**src/core/diag_pkg.sv**
```systemverilog
// Purpose: shared constants and carrier types of the codec diagnostic
//          status and configuration register slice
// Assumes: 8-bit registers at byte addresses on the device control port
// Notes:   offsets, field positions and reset values live here only
package diag_pkg;

    // ==========================================================
    // register offsets
    localparam logic [7:0] ADDR_HEADSET_EVENT_LATCH  = 8'h3a;
    localparam logic [7:0] ADDR_THRESH_EVENT_LATCH   = 8'h3b;
    localparam logic [7:0] ADDR_OUTPUT_CH2_FAULT     = 8'h41;
    localparam logic [7:0] ADDR_HEADSET_EVENT_LIVE   = 8'h42;
    localparam logic [7:0] ADDR_THRESH_VOICE_LIVE    = 8'h43;
    localparam logic [7:0] ADDR_MONITOR_UPPER_THRESH = 8'h4e;
    localparam logic [7:0] ADDR_MONITOR_LOWER_THRESH = 8'h4f;
    localparam logic [7:0] ADDR_SUPPLY_FILTER_SELECT = 8'h54;
    localparam logic [7:0] ADDR_DIAG_DATA_CONTROL    = 8'h55;

    // ==========================================================
    // reset values
    localparam logic [7:0] RST_STATUS                = 8'h00;
    localparam logic [7:0] RST_UPPER_THRESH          = 8'hba;
    localparam logic [7:0] RST_LOWER_THRESH          = 8'h4b;
    localparam logic [7:0] RST_SUPPLY_FILTER_SELECT  = 8'h48;
    localparam logic [7:0] RST_DIAG_DATA_CONTROL     = 8'h00;
    localparam logic [7:0] RST_UNMAPPED_READ         = 8'h00;

    // ==========================================================
    // field positions: output channel 2 fault status
    localparam int unsigned BIT_CH2_POS_SHORT        = 7;
    localparam int unsigned BIT_CH2_NEG_SHORT        = 6;
    localparam int unsigned BIT_CH2_DRV_POS_VGND     = 5;
    localparam int unsigned BIT_CH2_DRV_NEG_VGND     = 4;
    localparam int unsigned BIT_REGULATOR_SHORT      = 0;
    // headset events
    localparam int unsigned BIT_HEADSET_INSERT       = 3;
    localparam int unsigned BIT_HEADSET_REMOVE       = 2;
    localparam int unsigned BIT_HEADSET_HOOK         = 1;
    // threshold and voice activity events
    localparam int unsigned BIT_UPPER_THRESH_FAULT   = 7;
    localparam int unsigned BIT_LOWER_THRESH_FAULT   = 6;
    localparam int unsigned BIT_VOICE_POWER_UP       = 5;
    localparam int unsigned BIT_VOICE_POWER_DOWN     = 4;
    // supply filter select
    localparam int unsigned POS_SUPPLY_FILT_LSB      = 5;
    localparam int unsigned POS_BATTERY_FILT_LSB     = 2;
    localparam logic [7:0]  MASK_SUPPLY_FILTER_WR    = 8'h7f;
    // diag data control
    localparam int unsigned BIT_CURRENT_ROUTING      = 3;
    localparam int unsigned BIT_CURRENT_FREEZE       = 2;
    localparam int unsigned BIT_BATT_TEMP_OVERRIDE   = 1;
    localparam int unsigned BIT_MONITOR_FREEZE       = 0;

    // ==========================================================
    // monitor code scaling: an 8-bit threshold N stands for code N*16
    localparam int unsigned MONITOR_CODE_W           = 12;
    localparam int unsigned THRESH_SCALE_SHIFT       = 4;
    localparam int unsigned SYNC_STAGES              = 2;
    localparam int unsigned RAW_EVENT_W              = 10;

    // filter settings, shared by the supply and battery selects
    typedef enum logic [1:0] {
        FILT_3M5HZ  = 2'h0,
        FILT_200KHZ = 2'h1,
        FILT_100KHZ = 2'h2,
        FILT_NONE   = 2'h3
    } filter_sel_t;

    // raw conditions from the analog side, asynchronous to the clock
    typedef struct packed {
        logic ch2_positive_output_short;
        logic ch2_negative_output_short;
        logic driver_positive_side_vgnd;
        logic driver_negative_side_vgnd;
        logic regulator_short_live;
        logic headset_insert;
        logic headset_remove;
        logic headset_hook;
        logic voice_power_up;
        logic voice_power_down;
    } raw_event_t;

    // configuration handed to the analog and converter logic
    typedef struct packed {
        filter_sel_t analog_supply_filter_sel;
        filter_sel_t battery_filter_sel;
        logic        current_data_routing_en;
        logic        current_data_freeze;
        logic        battery_temp_override;
        logic        monitor_data_freeze;
    } diag_ctrl_t;

endpackage

```
**src/core/diag_status_regs.sv**
```systemverilog
// Purpose: diagnostic live status, latched event copies, monitor
//          thresholds, filter selects and readback data controls
// Assumes: control port front end delivers decoded byte accesses on
//          i_ref_clk; analog conditions arrive asynchronously
// Notes:   read data is registered, one cycle after the read strobe
//
// Function
// - ch2 output shorts in bits 7, 6
// - ch2 driver virtual-ground faults in bits 5, 4
// - regulator live short fault in bit 0
// - headset insert, remove, hook in bits 3-1
// - upper, lower threshold faults in bits 7, 6
// - voice power up, down in bits 5, 4
// - upper threshold register, reset 0xba
// - lower threshold register, reset 0x4b
// - supply filter select bits 6-5, reset 10b
// - battery filter select bits 3-2, reset 10b
// - bit 3 routes current data to diag
// - bit 2 freezes current-sense data
// - bit 1 enables battery/temperature override
// - bit 0 freezes monitor converter data
// - latched event copies clear on read
`timescale 1ns/1ps
module diag_status_regs
    import diag_pkg::*;
(
    // clock and reset
    input  wire logic                      i_ref_clk,
    input  wire logic                      i_nrst,
    // register access from the control port
    input  wire logic [7:0]                i_reg_addr,
    input  wire logic                      i_reg_wr,
    input  wire logic [7:0]                i_reg_wdata,
    input  wire logic                      i_reg_rd,
    output logic      [7:0]                o_reg_rdata,
    output logic                           o_reg_rvalid,
    // analog conditions
    input  wire raw_event_t                i_raw_events,
    // monitor converter samples, same clock
    input  wire logic [MONITOR_CODE_W-1:0] i_monitor_code,
    input  wire logic                      i_monitor_valid,
    // configuration and held monitor data
    output diag_ctrl_t                     o_ctrl,
    output logic      [MONITOR_CODE_W-1:0] o_monitor_data,
    output logic                           o_upper_thresh_fault,
    output logic                           o_lower_thresh_fault
);

    // ==========================================================
    // synchronised live conditions
    raw_event_t                live;
    logic [RAW_EVENT_W-1:0]    live_bits;

    diag_sync #(
        .WIDTH (RAW_EVENT_W)
    ) u_sync (
        .i_ref_clk (i_ref_clk),
        .i_nrst    (i_nrst),
        .i_async   (i_raw_events),
        .o_sync    (live_bits)
    );

    assign live = raw_event_t'(live_bits);

    // ==========================================================
    // state
    logic [7:0]                upper_thresh;
    logic [7:0]                lower_thresh;
    logic [7:0]                supply_filter;
    logic [7:0]                data_control;
    logic                      upper_fault;
    logic                      lower_fault;
    logic [7:0]                headset_latch;
    logic [7:0]                thresh_latch;
    logic [MONITOR_CODE_W-1:0] monitor_data;
    logic [7:0]                rdata;
    logic                      rvalid;

    logic [7:0]                next_upper_thresh;
    logic [7:0]                next_lower_thresh;
    logic [7:0]                next_supply_filter;
    logic [7:0]                next_data_control;
    logic                      next_upper_fault;
    logic                      next_lower_fault;
    logic [7:0]                next_headset_latch;
    logic [7:0]                next_thresh_latch;
    logic [MONITOR_CODE_W-1:0] next_monitor_data;
    logic [7:0]                next_rdata;
    logic                      next_rvalid;

    // live register images, assembled from current conditions
    logic [7:0]                ch2_status;
    logic [7:0]                headset_live;
    logic [7:0]                thresh_live;
    logic [MONITOR_CODE_W-1:0] upper_code;
    logic [MONITOR_CODE_W-1:0] lower_code;

    // ==========================================================
    // live status images
    always_comb
    begin
        ch2_status                          = RST_STATUS;
        ch2_status[BIT_CH2_POS_SHORT]       = live.ch2_positive_output_short;
        ch2_status[BIT_CH2_NEG_SHORT]       = live.ch2_negative_output_short;
        ch2_status[BIT_CH2_DRV_POS_VGND]    = live.driver_positive_side_vgnd;
        ch2_status[BIT_CH2_DRV_NEG_VGND]    = live.driver_negative_side_vgnd;
        ch2_status[BIT_REGULATOR_SHORT]     = live.regulator_short_live;

        headset_live                        = RST_STATUS;
        headset_live[BIT_HEADSET_INSERT]    = live.headset_insert;
        headset_live[BIT_HEADSET_REMOVE]    = live.headset_remove;
        headset_live[BIT_HEADSET_HOOK]      = live.headset_hook;

        thresh_live                         = RST_STATUS;
        thresh_live[BIT_UPPER_THRESH_FAULT] = upper_fault;
        thresh_live[BIT_LOWER_THRESH_FAULT] = lower_fault;
        thresh_live[BIT_VOICE_POWER_UP]     = live.voice_power_up;
        thresh_live[BIT_VOICE_POWER_DOWN]   = live.voice_power_down;
    end

    // ==========================================================
    // threshold compare on the monitor code
    // thresholds cover the top eight bits of the code; the low nibble
    // is zero, so the compare resolution is sixteen codes
    always_comb
    begin
        upper_code = {upper_thresh, {THRESH_SCALE_SHIFT{1'b0}}};
        lower_code = {lower_thresh, {THRESH_SCALE_SHIFT{1'b0}}};
        next_upper_fault = upper_fault;
        next_lower_fault = lower_fault;
        if (i_monitor_valid)
        begin
            // each fault follows the latest sample in both directions
            next_upper_fault = (i_monitor_code > upper_code);
            next_lower_fault = (i_monitor_code < lower_code);
        end
    end

    always_ff @(posedge i_ref_clk or negedge i_nrst)
    begin
        if (!i_nrst)
        begin
            upper_fault <= 1'b0;
            lower_fault <= 1'b0;
        end
        else
        begin
            upper_fault <= next_upper_fault;
            lower_fault <= next_lower_fault;
        end
    end

    // ==========================================================
    // held monitor data
    // samples keep flowing into the compare while the held copy is
    // frozen, so a fault is never missed during a long readback
    always_comb
    begin
        next_monitor_data = monitor_data;
        if (i_monitor_valid && !data_control[BIT_MONITOR_FREEZE])
            next_monitor_data = i_monitor_code;
    end

    always_ff @(posedge i_ref_clk or negedge i_nrst)
    begin
        if (!i_nrst)
            monitor_data <= '0;
        else
            monitor_data <= next_monitor_data;
    end

    // ==========================================================
    // configuration registers
    always_comb
    begin
        next_upper_thresh  = upper_thresh;
        next_lower_thresh  = lower_thresh;
        next_supply_filter = supply_filter;
        next_data_control  = data_control;
        if (i_reg_wr)
        begin
            // writes to the status addresses fall through: read-only
            case (i_reg_addr)
                ADDR_MONITOR_UPPER_THRESH: next_upper_thresh = i_reg_wdata;
                ADDR_MONITOR_LOWER_THRESH: next_lower_thresh = i_reg_wdata;
                // bit 7 is read-only zero; reserved writable bits are kept
                // as written, software is expected to write them as reset
                ADDR_SUPPLY_FILTER_SELECT:
                    next_supply_filter = i_reg_wdata & MASK_SUPPLY_FILTER_WR;
                ADDR_DIAG_DATA_CONTROL:    next_data_control = i_reg_wdata;
                default:                   next_upper_thresh = upper_thresh;
            endcase
        end
    end

    always_ff @(posedge i_ref_clk or negedge i_nrst)
    begin
        if (!i_nrst)
        begin
            upper_thresh  <= RST_UPPER_THRESH;
            lower_thresh  <= RST_LOWER_THRESH;
            supply_filter <= RST_SUPPLY_FILTER_SELECT;
            data_control  <= RST_DIAG_DATA_CONTROL;
        end
        else
        begin
            upper_thresh  <= next_upper_thresh;
            lower_thresh  <= next_lower_thresh;
            supply_filter <= next_supply_filter;
            data_control  <= next_data_control;
        end
    end

    // ==========================================================
    // latched event copies
    // a read clears the copy, but a condition still present in the
    // same cycle sets it again: the set always wins over the clear
    always_comb
    begin
        next_headset_latch = headset_latch;
        next_thresh_latch  = thresh_latch;
        if (i_reg_rd && (i_reg_addr == ADDR_HEADSET_EVENT_LATCH))
            next_headset_latch = RST_STATUS;
        if (i_reg_rd && (i_reg_addr == ADDR_THRESH_EVENT_LATCH))
            next_thresh_latch = RST_STATUS;
        next_headset_latch = next_headset_latch | headset_live;
        next_thresh_latch  = next_thresh_latch | thresh_live;
    end

    always_ff @(posedge i_ref_clk or negedge i_nrst)
    begin
        if (!i_nrst)
        begin
            headset_latch <= RST_STATUS;
            thresh_latch  <= RST_STATUS;
        end
        else
        begin
            headset_latch <= next_headset_latch;
            thresh_latch  <= next_thresh_latch;
        end
    end

    // ==========================================================
    // read path
    always_comb
    begin
        next_rvalid = i_reg_rd;
        next_rdata  = rdata;
        if (i_reg_rd)
        begin
            case (i_reg_addr)
                ADDR_HEADSET_EVENT_LATCH:  next_rdata = headset_latch;
                ADDR_THRESH_EVENT_LATCH:   next_rdata = thresh_latch;
                ADDR_OUTPUT_CH2_FAULT:     next_rdata = ch2_status;
                ADDR_HEADSET_EVENT_LIVE:   next_rdata = headset_live;
                ADDR_THRESH_VOICE_LIVE:    next_rdata = thresh_live;
                ADDR_MONITOR_UPPER_THRESH: next_rdata = upper_thresh;
                ADDR_MONITOR_LOWER_THRESH: next_rdata = lower_thresh;
                ADDR_SUPPLY_FILTER_SELECT: next_rdata = supply_filter;
                ADDR_DIAG_DATA_CONTROL:    next_rdata = data_control;
                default:                   next_rdata = RST_UNMAPPED_READ;
            endcase
        end
    end

    always_ff @(posedge i_ref_clk or negedge i_nrst)
    begin
        if (!i_nrst)
        begin
            rdata  <= RST_STATUS;
            rvalid <= 1'b0;
        end
        else
        begin
            rdata  <= next_rdata;
            rvalid <= next_rvalid;
        end
    end

    // ==========================================================
    // outputs, all from flip-flops
    assign o_reg_rdata          = rdata;
    assign o_reg_rvalid         = rvalid;
    assign o_monitor_data       = monitor_data;
    assign o_upper_thresh_fault = upper_fault;
    assign o_lower_thresh_fault = lower_fault;

    always_comb
    begin
        o_ctrl.analog_supply_filter_sel =
            filter_sel_t'(supply_filter[POS_SUPPLY_FILT_LSB +: 2]);
        o_ctrl.battery_filter_sel =
            filter_sel_t'(supply_filter[POS_BATTERY_FILT_LSB +: 2]);
        o_ctrl.current_data_routing_en = data_control[BIT_CURRENT_ROUTING];
        o_ctrl.current_data_freeze     = data_control[BIT_CURRENT_FREEZE];
        o_ctrl.battery_temp_override   = data_control[BIT_BATT_TEMP_OVERRIDE];
        o_ctrl.monitor_data_freeze     = data_control[BIT_MONITOR_FREEZE];
    end

endmodule

```
**src/core/diag_sync.sv**
```systemverilog
// Purpose: two-flop synchroniser for a vector of independent levels
// Assumes: each bit is a slow level; no bus coherency between bits
// Notes:   first stage feeds the second stage only
`timescale 1ns/1ps
module diag_sync
    import diag_pkg::*;
#(
    parameter int unsigned WIDTH = RAW_EVENT_W
)
(
    // clock and reset
    input  wire logic             i_ref_clk,
    input  wire logic             i_nrst,
    // levels
    input  wire logic [WIDTH-1:0] i_async,
    output logic      [WIDTH-1:0] o_sync
);

    // ==========================================================
    // per-bit synchroniser
    genvar g;
    generate
        for (g = 0; g < WIDTH; g++)
        begin : g_bit
            logic [SYNC_STAGES-1:0] stage;
            logic [SYNC_STAGES-1:0] next_stage;

            always_comb
            begin
                next_stage = {stage[SYNC_STAGES-2:0], i_async[g]};
            end

            always_ff @(posedge i_ref_clk or negedge i_nrst)
            begin
                if (!i_nrst)
                    stage <= '0;
                else
                    stage <= next_stage;
            end

            assign o_sync[g] = stage[SYNC_STAGES-1];
        end
    endgenerate

endmodule
```
**config.mk**
```make
export PLATFORM = sky130hd
export DESIGN_NAME = diag_status_regs
export DESIGN_NICKNAME = d
export VERILOG_FILES = /design/src/core/diag_pkg.sv /design/src/core/diag_status_regs.sv /design/src/core/diag_sync.sv
export SDC_FILE = /design/constraint.sdc
export NUM_CORES = 1
export LEC_CHECK = 0
export ABC_AREA = 1
export BUFFER_PORTS_ARGS = -buffer_cell sky130_fd_sc_hd__buf_2
export CAP_MARGIN = 15
export CORE_MARGIN = 3
export CORE_UTILIZATION = 35
export DETAILED_ROUTE_END_ITERATION = 12
export PLACE_DENSITY = 0.64
export SYNTH_ARGS = -nofsm -noshare
export SYNTH_HDL_FRONTEND = slang
export SYNTH_SLANG_ARGS = --single-unit
```
**constraint.sdc**
```tcl
create_clock -name i_ref_clk -period 1.8 [get_ports i_ref_clk]
set_clock_uncertainty 0.05 [all_clocks]
set_input_delay 0.36 -clock i_ref_clk [delete_from_list [all_inputs] [get_ports i_ref_clk]]
set_output_delay 0.36 -clock i_ref_clk [all_outputs]
set_load 0.03 [all_outputs]
```
==> impl_results.md <==
- Status: complete, no violations
- Clock slew at reported path FFs: 0.08 ns
- Element type at the critical path end: register
- Top Ports: 74
- Dominant cells by area after synthesis: dfrtp_1 45%, nand2_1 13%, dfstp_2 7.4%
- Core region area: 10900 sq um
- Die area: 12500 sq um
- Initial antenna violation count: 0
- R2R setup slack: 0.23 ns
- Mapped Area: 3930 sq um
- Synth Area in XOR/XNOR: 0%
- P&R area growth vs syn: 17.2%
- Num CTS Buffers: 9
- Mapped Cells: 444
- Vias in the first global route: 3071
- Fin Setup TNS: 0 ns
- Post-Place Cell Area: 4400 sq um
- Largest net degree at the start of global routing: 29
- Hold WC Path Type: in -> reg
- R2R Path Start: upper_thresh[3]
- Clock network power share: 30.8%
- Min cycle time layout: 1.57 ns
- Simple-gate share of the synthesized area: 26.5%
- Initial cell density of the core: 36.0%
- Worst vdd ir: 0.478 mV
- Antenna Nets Post-Route: 0
- Sequential share of power: 50.0%
- Yosys top cell area share: 44.6%
- Gr ovfl total: 0
- DP Worst Slack: 0.150 ns
- Cell Rows: 38
- Worst slew pin tran: 0.532 ns
- Final std cells w/o fill: 662
- Drt drc: 0
- Sw Share: 30.8%
- Mux contribution to synthesized area: 2.58%
- Syn Area/Cell: 8.84 sq um
- Port bufs: 73
- Crit Path Max Fanout: 2
- Via Count: 3106
- Net Count, Synth: 502
- Placed cell count: 645
- Post-CTS sizing: 0
- First-pass DRT Iterations: 4
- First-pass GRT wire length: 15.2 mm
- Synth area leader: dfrtp_1
- Max Slew Vio Count: 0
- Final worst path period share: 87.1%
- Worst-Skew Late Latency: 0.35 ns
- Max_slew headroom: 64.5%
- Synth Area in Adders: 4.78%
- DP Wirelength: 7.18 mm
- Seq/Total Area, Yosys: 52.0%
- RSZ-0062 raised after global routing: false
- Final nets: 575
- Final hold violations: 0
- Max-Cap Viols: 0
- Fmax: 638 MHz
- Root Buffer Master: clkbuf_8
- TritonCTS clock tree: done
- Register bit total from synthesis: 81
- Crit start category: register
- Total Power: 4220 uW
- Hold_sp: i_raw_events[4]
- RD Place Congestion: 0.925
- Fin area: 4600 sq um
- Leakage: 0.00250 uW
- Setup WS post-layout: 0.231 ns
- Die Span Y: 112 microns
- Starting DRT DRC Count: 143
- # diodes: 0
- Final setup fails: 0
- Combinational share of power: 19.3%
- DR vias/cell: 4.69
- Die width: 112 microns
- Routed len/inst: 13.9 microns
- Cell Int Power: 2920 uW
- Unique masters post-synth: 26
- Pwr/cell area: 917 nW/um^2
- CP Data Arrival Time: 1.77 ns
- Longest Clk Path Bufs: 2
- GRT Total Usage: 15.2%
- Htree depth: 3
- Post-synthesis compound-gate area fraction: 6.82%
- Main combinational cell family by area after synthesis: simple AND/OR/NAND/NOR gates
- Routed wire length: 9.18 mm
- Synth warn: 0
- NetSw: 1300 uW
- Synth async-reset ratio: 100%
- Sinks on the clock net: 81
- Crit path kind: reg -> reg
- Ys flop type: dfrtp_1
- WP data required: 2.00 ns
- Layout cells sized above 1: 25.5%
- Origin of the worst setup path: upper_thresh[3]
- Post-synth EDFFs: 0
cells in the final DEF, fill, tap and decap left out, drive strengths merged:
master,instances
clkbuf,11
mux2,9
o21ai,43
inv,42
dfstp,11
clkinv,3
buf,78
nor2,38
bufinv,1
dfrtp,70
clkinvlp,1
o21bai,2
nand3,48
a211oi,1
ha,15
nand3b,1
dlygate4sd3,1
a21oi,6
nand2,139
nor3,2
path summary, 6_finish.rpt:
kind	endpoint	cells after the start
min in group asynchronous	o_reg_rdata[2]	2
setup reg to reg	o_upper_thresh_fault	8
setup / recovery	o_upper_thresh_fault	8
hold / removal	u_sync.g_bit[4].stage[0]	1
hold reg to reg	u_sync.g_bit[1].stage[1]	0
max in group asynchronous	upper_thresh[7]	3
worst max-delay path, stage by stage (launching register included):
cell and delay (ns):
dfstp_2 0.55, inv_1 0.06, ha_1 0.29, a21oi_1 0.14, o21ai_0 0.10, nand2_1 0.07, nand3_1 0.06, nand3_1 0.09
nand2_1 0.05
synth_stat cells (2+ instances only):
library cell / count
nor2_4: 7
buf_2: 2
inv_2: 2
dfrtp_1: 70
clkbuf_1: 2
nand2_1: 131
a21oi_1: 6
nand3_1: 48
nor2_1: 28
o21ai_0: 41
inv_1: 40
buf_4: 9
o21bai_1: 2
nor2_8: 2
ha_1: 15
mux2_2: 9
dfstp_2: 11
buf_6: 4
o21ai_1: 2
nand2_2: 7
what timing repair did:
action,CTS,global route
endpoints found under the setup margin,0,0
setup buffers,0,0
hold buffers,1,0
hold endpoints to repair,25,0
power by group through the flow:
stage | Sequential [uW] | Combinational (uW) | Clock (uW)
final | 2110 | 812 | 1300
after CTS | 2110 | 825 | 1340
after global placement | 2140 | 797 | 0
after floorplan | 2350 | 297 | 0
after global routing | 2130 | 889 | 1410
after detailed placement | 2140 | 822 | 0
kinds of logic (layout without fill, tap and decap cells):
group	count (synthesis)	count (layout)
simple gates	228	228
flops	81	81
buf+inv	59	137
compound gates	52	52
fa+ha+maj	15	15
mux	9	9
through the flow:
| stage | utilization (%) | hold WS (ns) |
|---|---|---|
| after floorplan | - | 0.0144 |
| after global placement | 40.4 | 0.263 |
| after detailed placement | 40.4 | 0.262 |
| after CTS | 42.2 | 0.0406 |
| after global routing | 42.2 | 0.0374 |
| final | 42.2 | 0.0555 |
sequential cells by signal, indices dropped and copies added, names as in the netlist, 3 cells and up:
name,cells
upper_thresh,8
thresh_latch,4
lower_thresh,8
o_monitor_data,12
supply_filter,7
u_sync.g_bit.stage,20
o_reg_rdata,8
headset_latch,3
data_control,8
final cells by class:
| type | instances | area [sq um] |
|---|---|---|
| Timing Repair Buffer | 79 | 440 |
| Sequential cell | 81 | 2040 |
| Tap cell | 140 | 175 |
| Multi-Input combinational cell | 304 | 1600 |
| Inverter | 42 | 158 |
| Fill cell | 1073 | 6290 |
| Clock inverter | 5 | 56.3 |
| Clock buffer | 11 | 131 |
metal layers:
layer,global-route usage (%),share of wire [%],up-vias
met5,0,0,-
met1,21.5,48,1439
met3,3.04,5.2,10
met2,23.4,45,90
met4,5.11,1.3,0
li1,-,-,1567
Power figures use the tool's default switching activity.
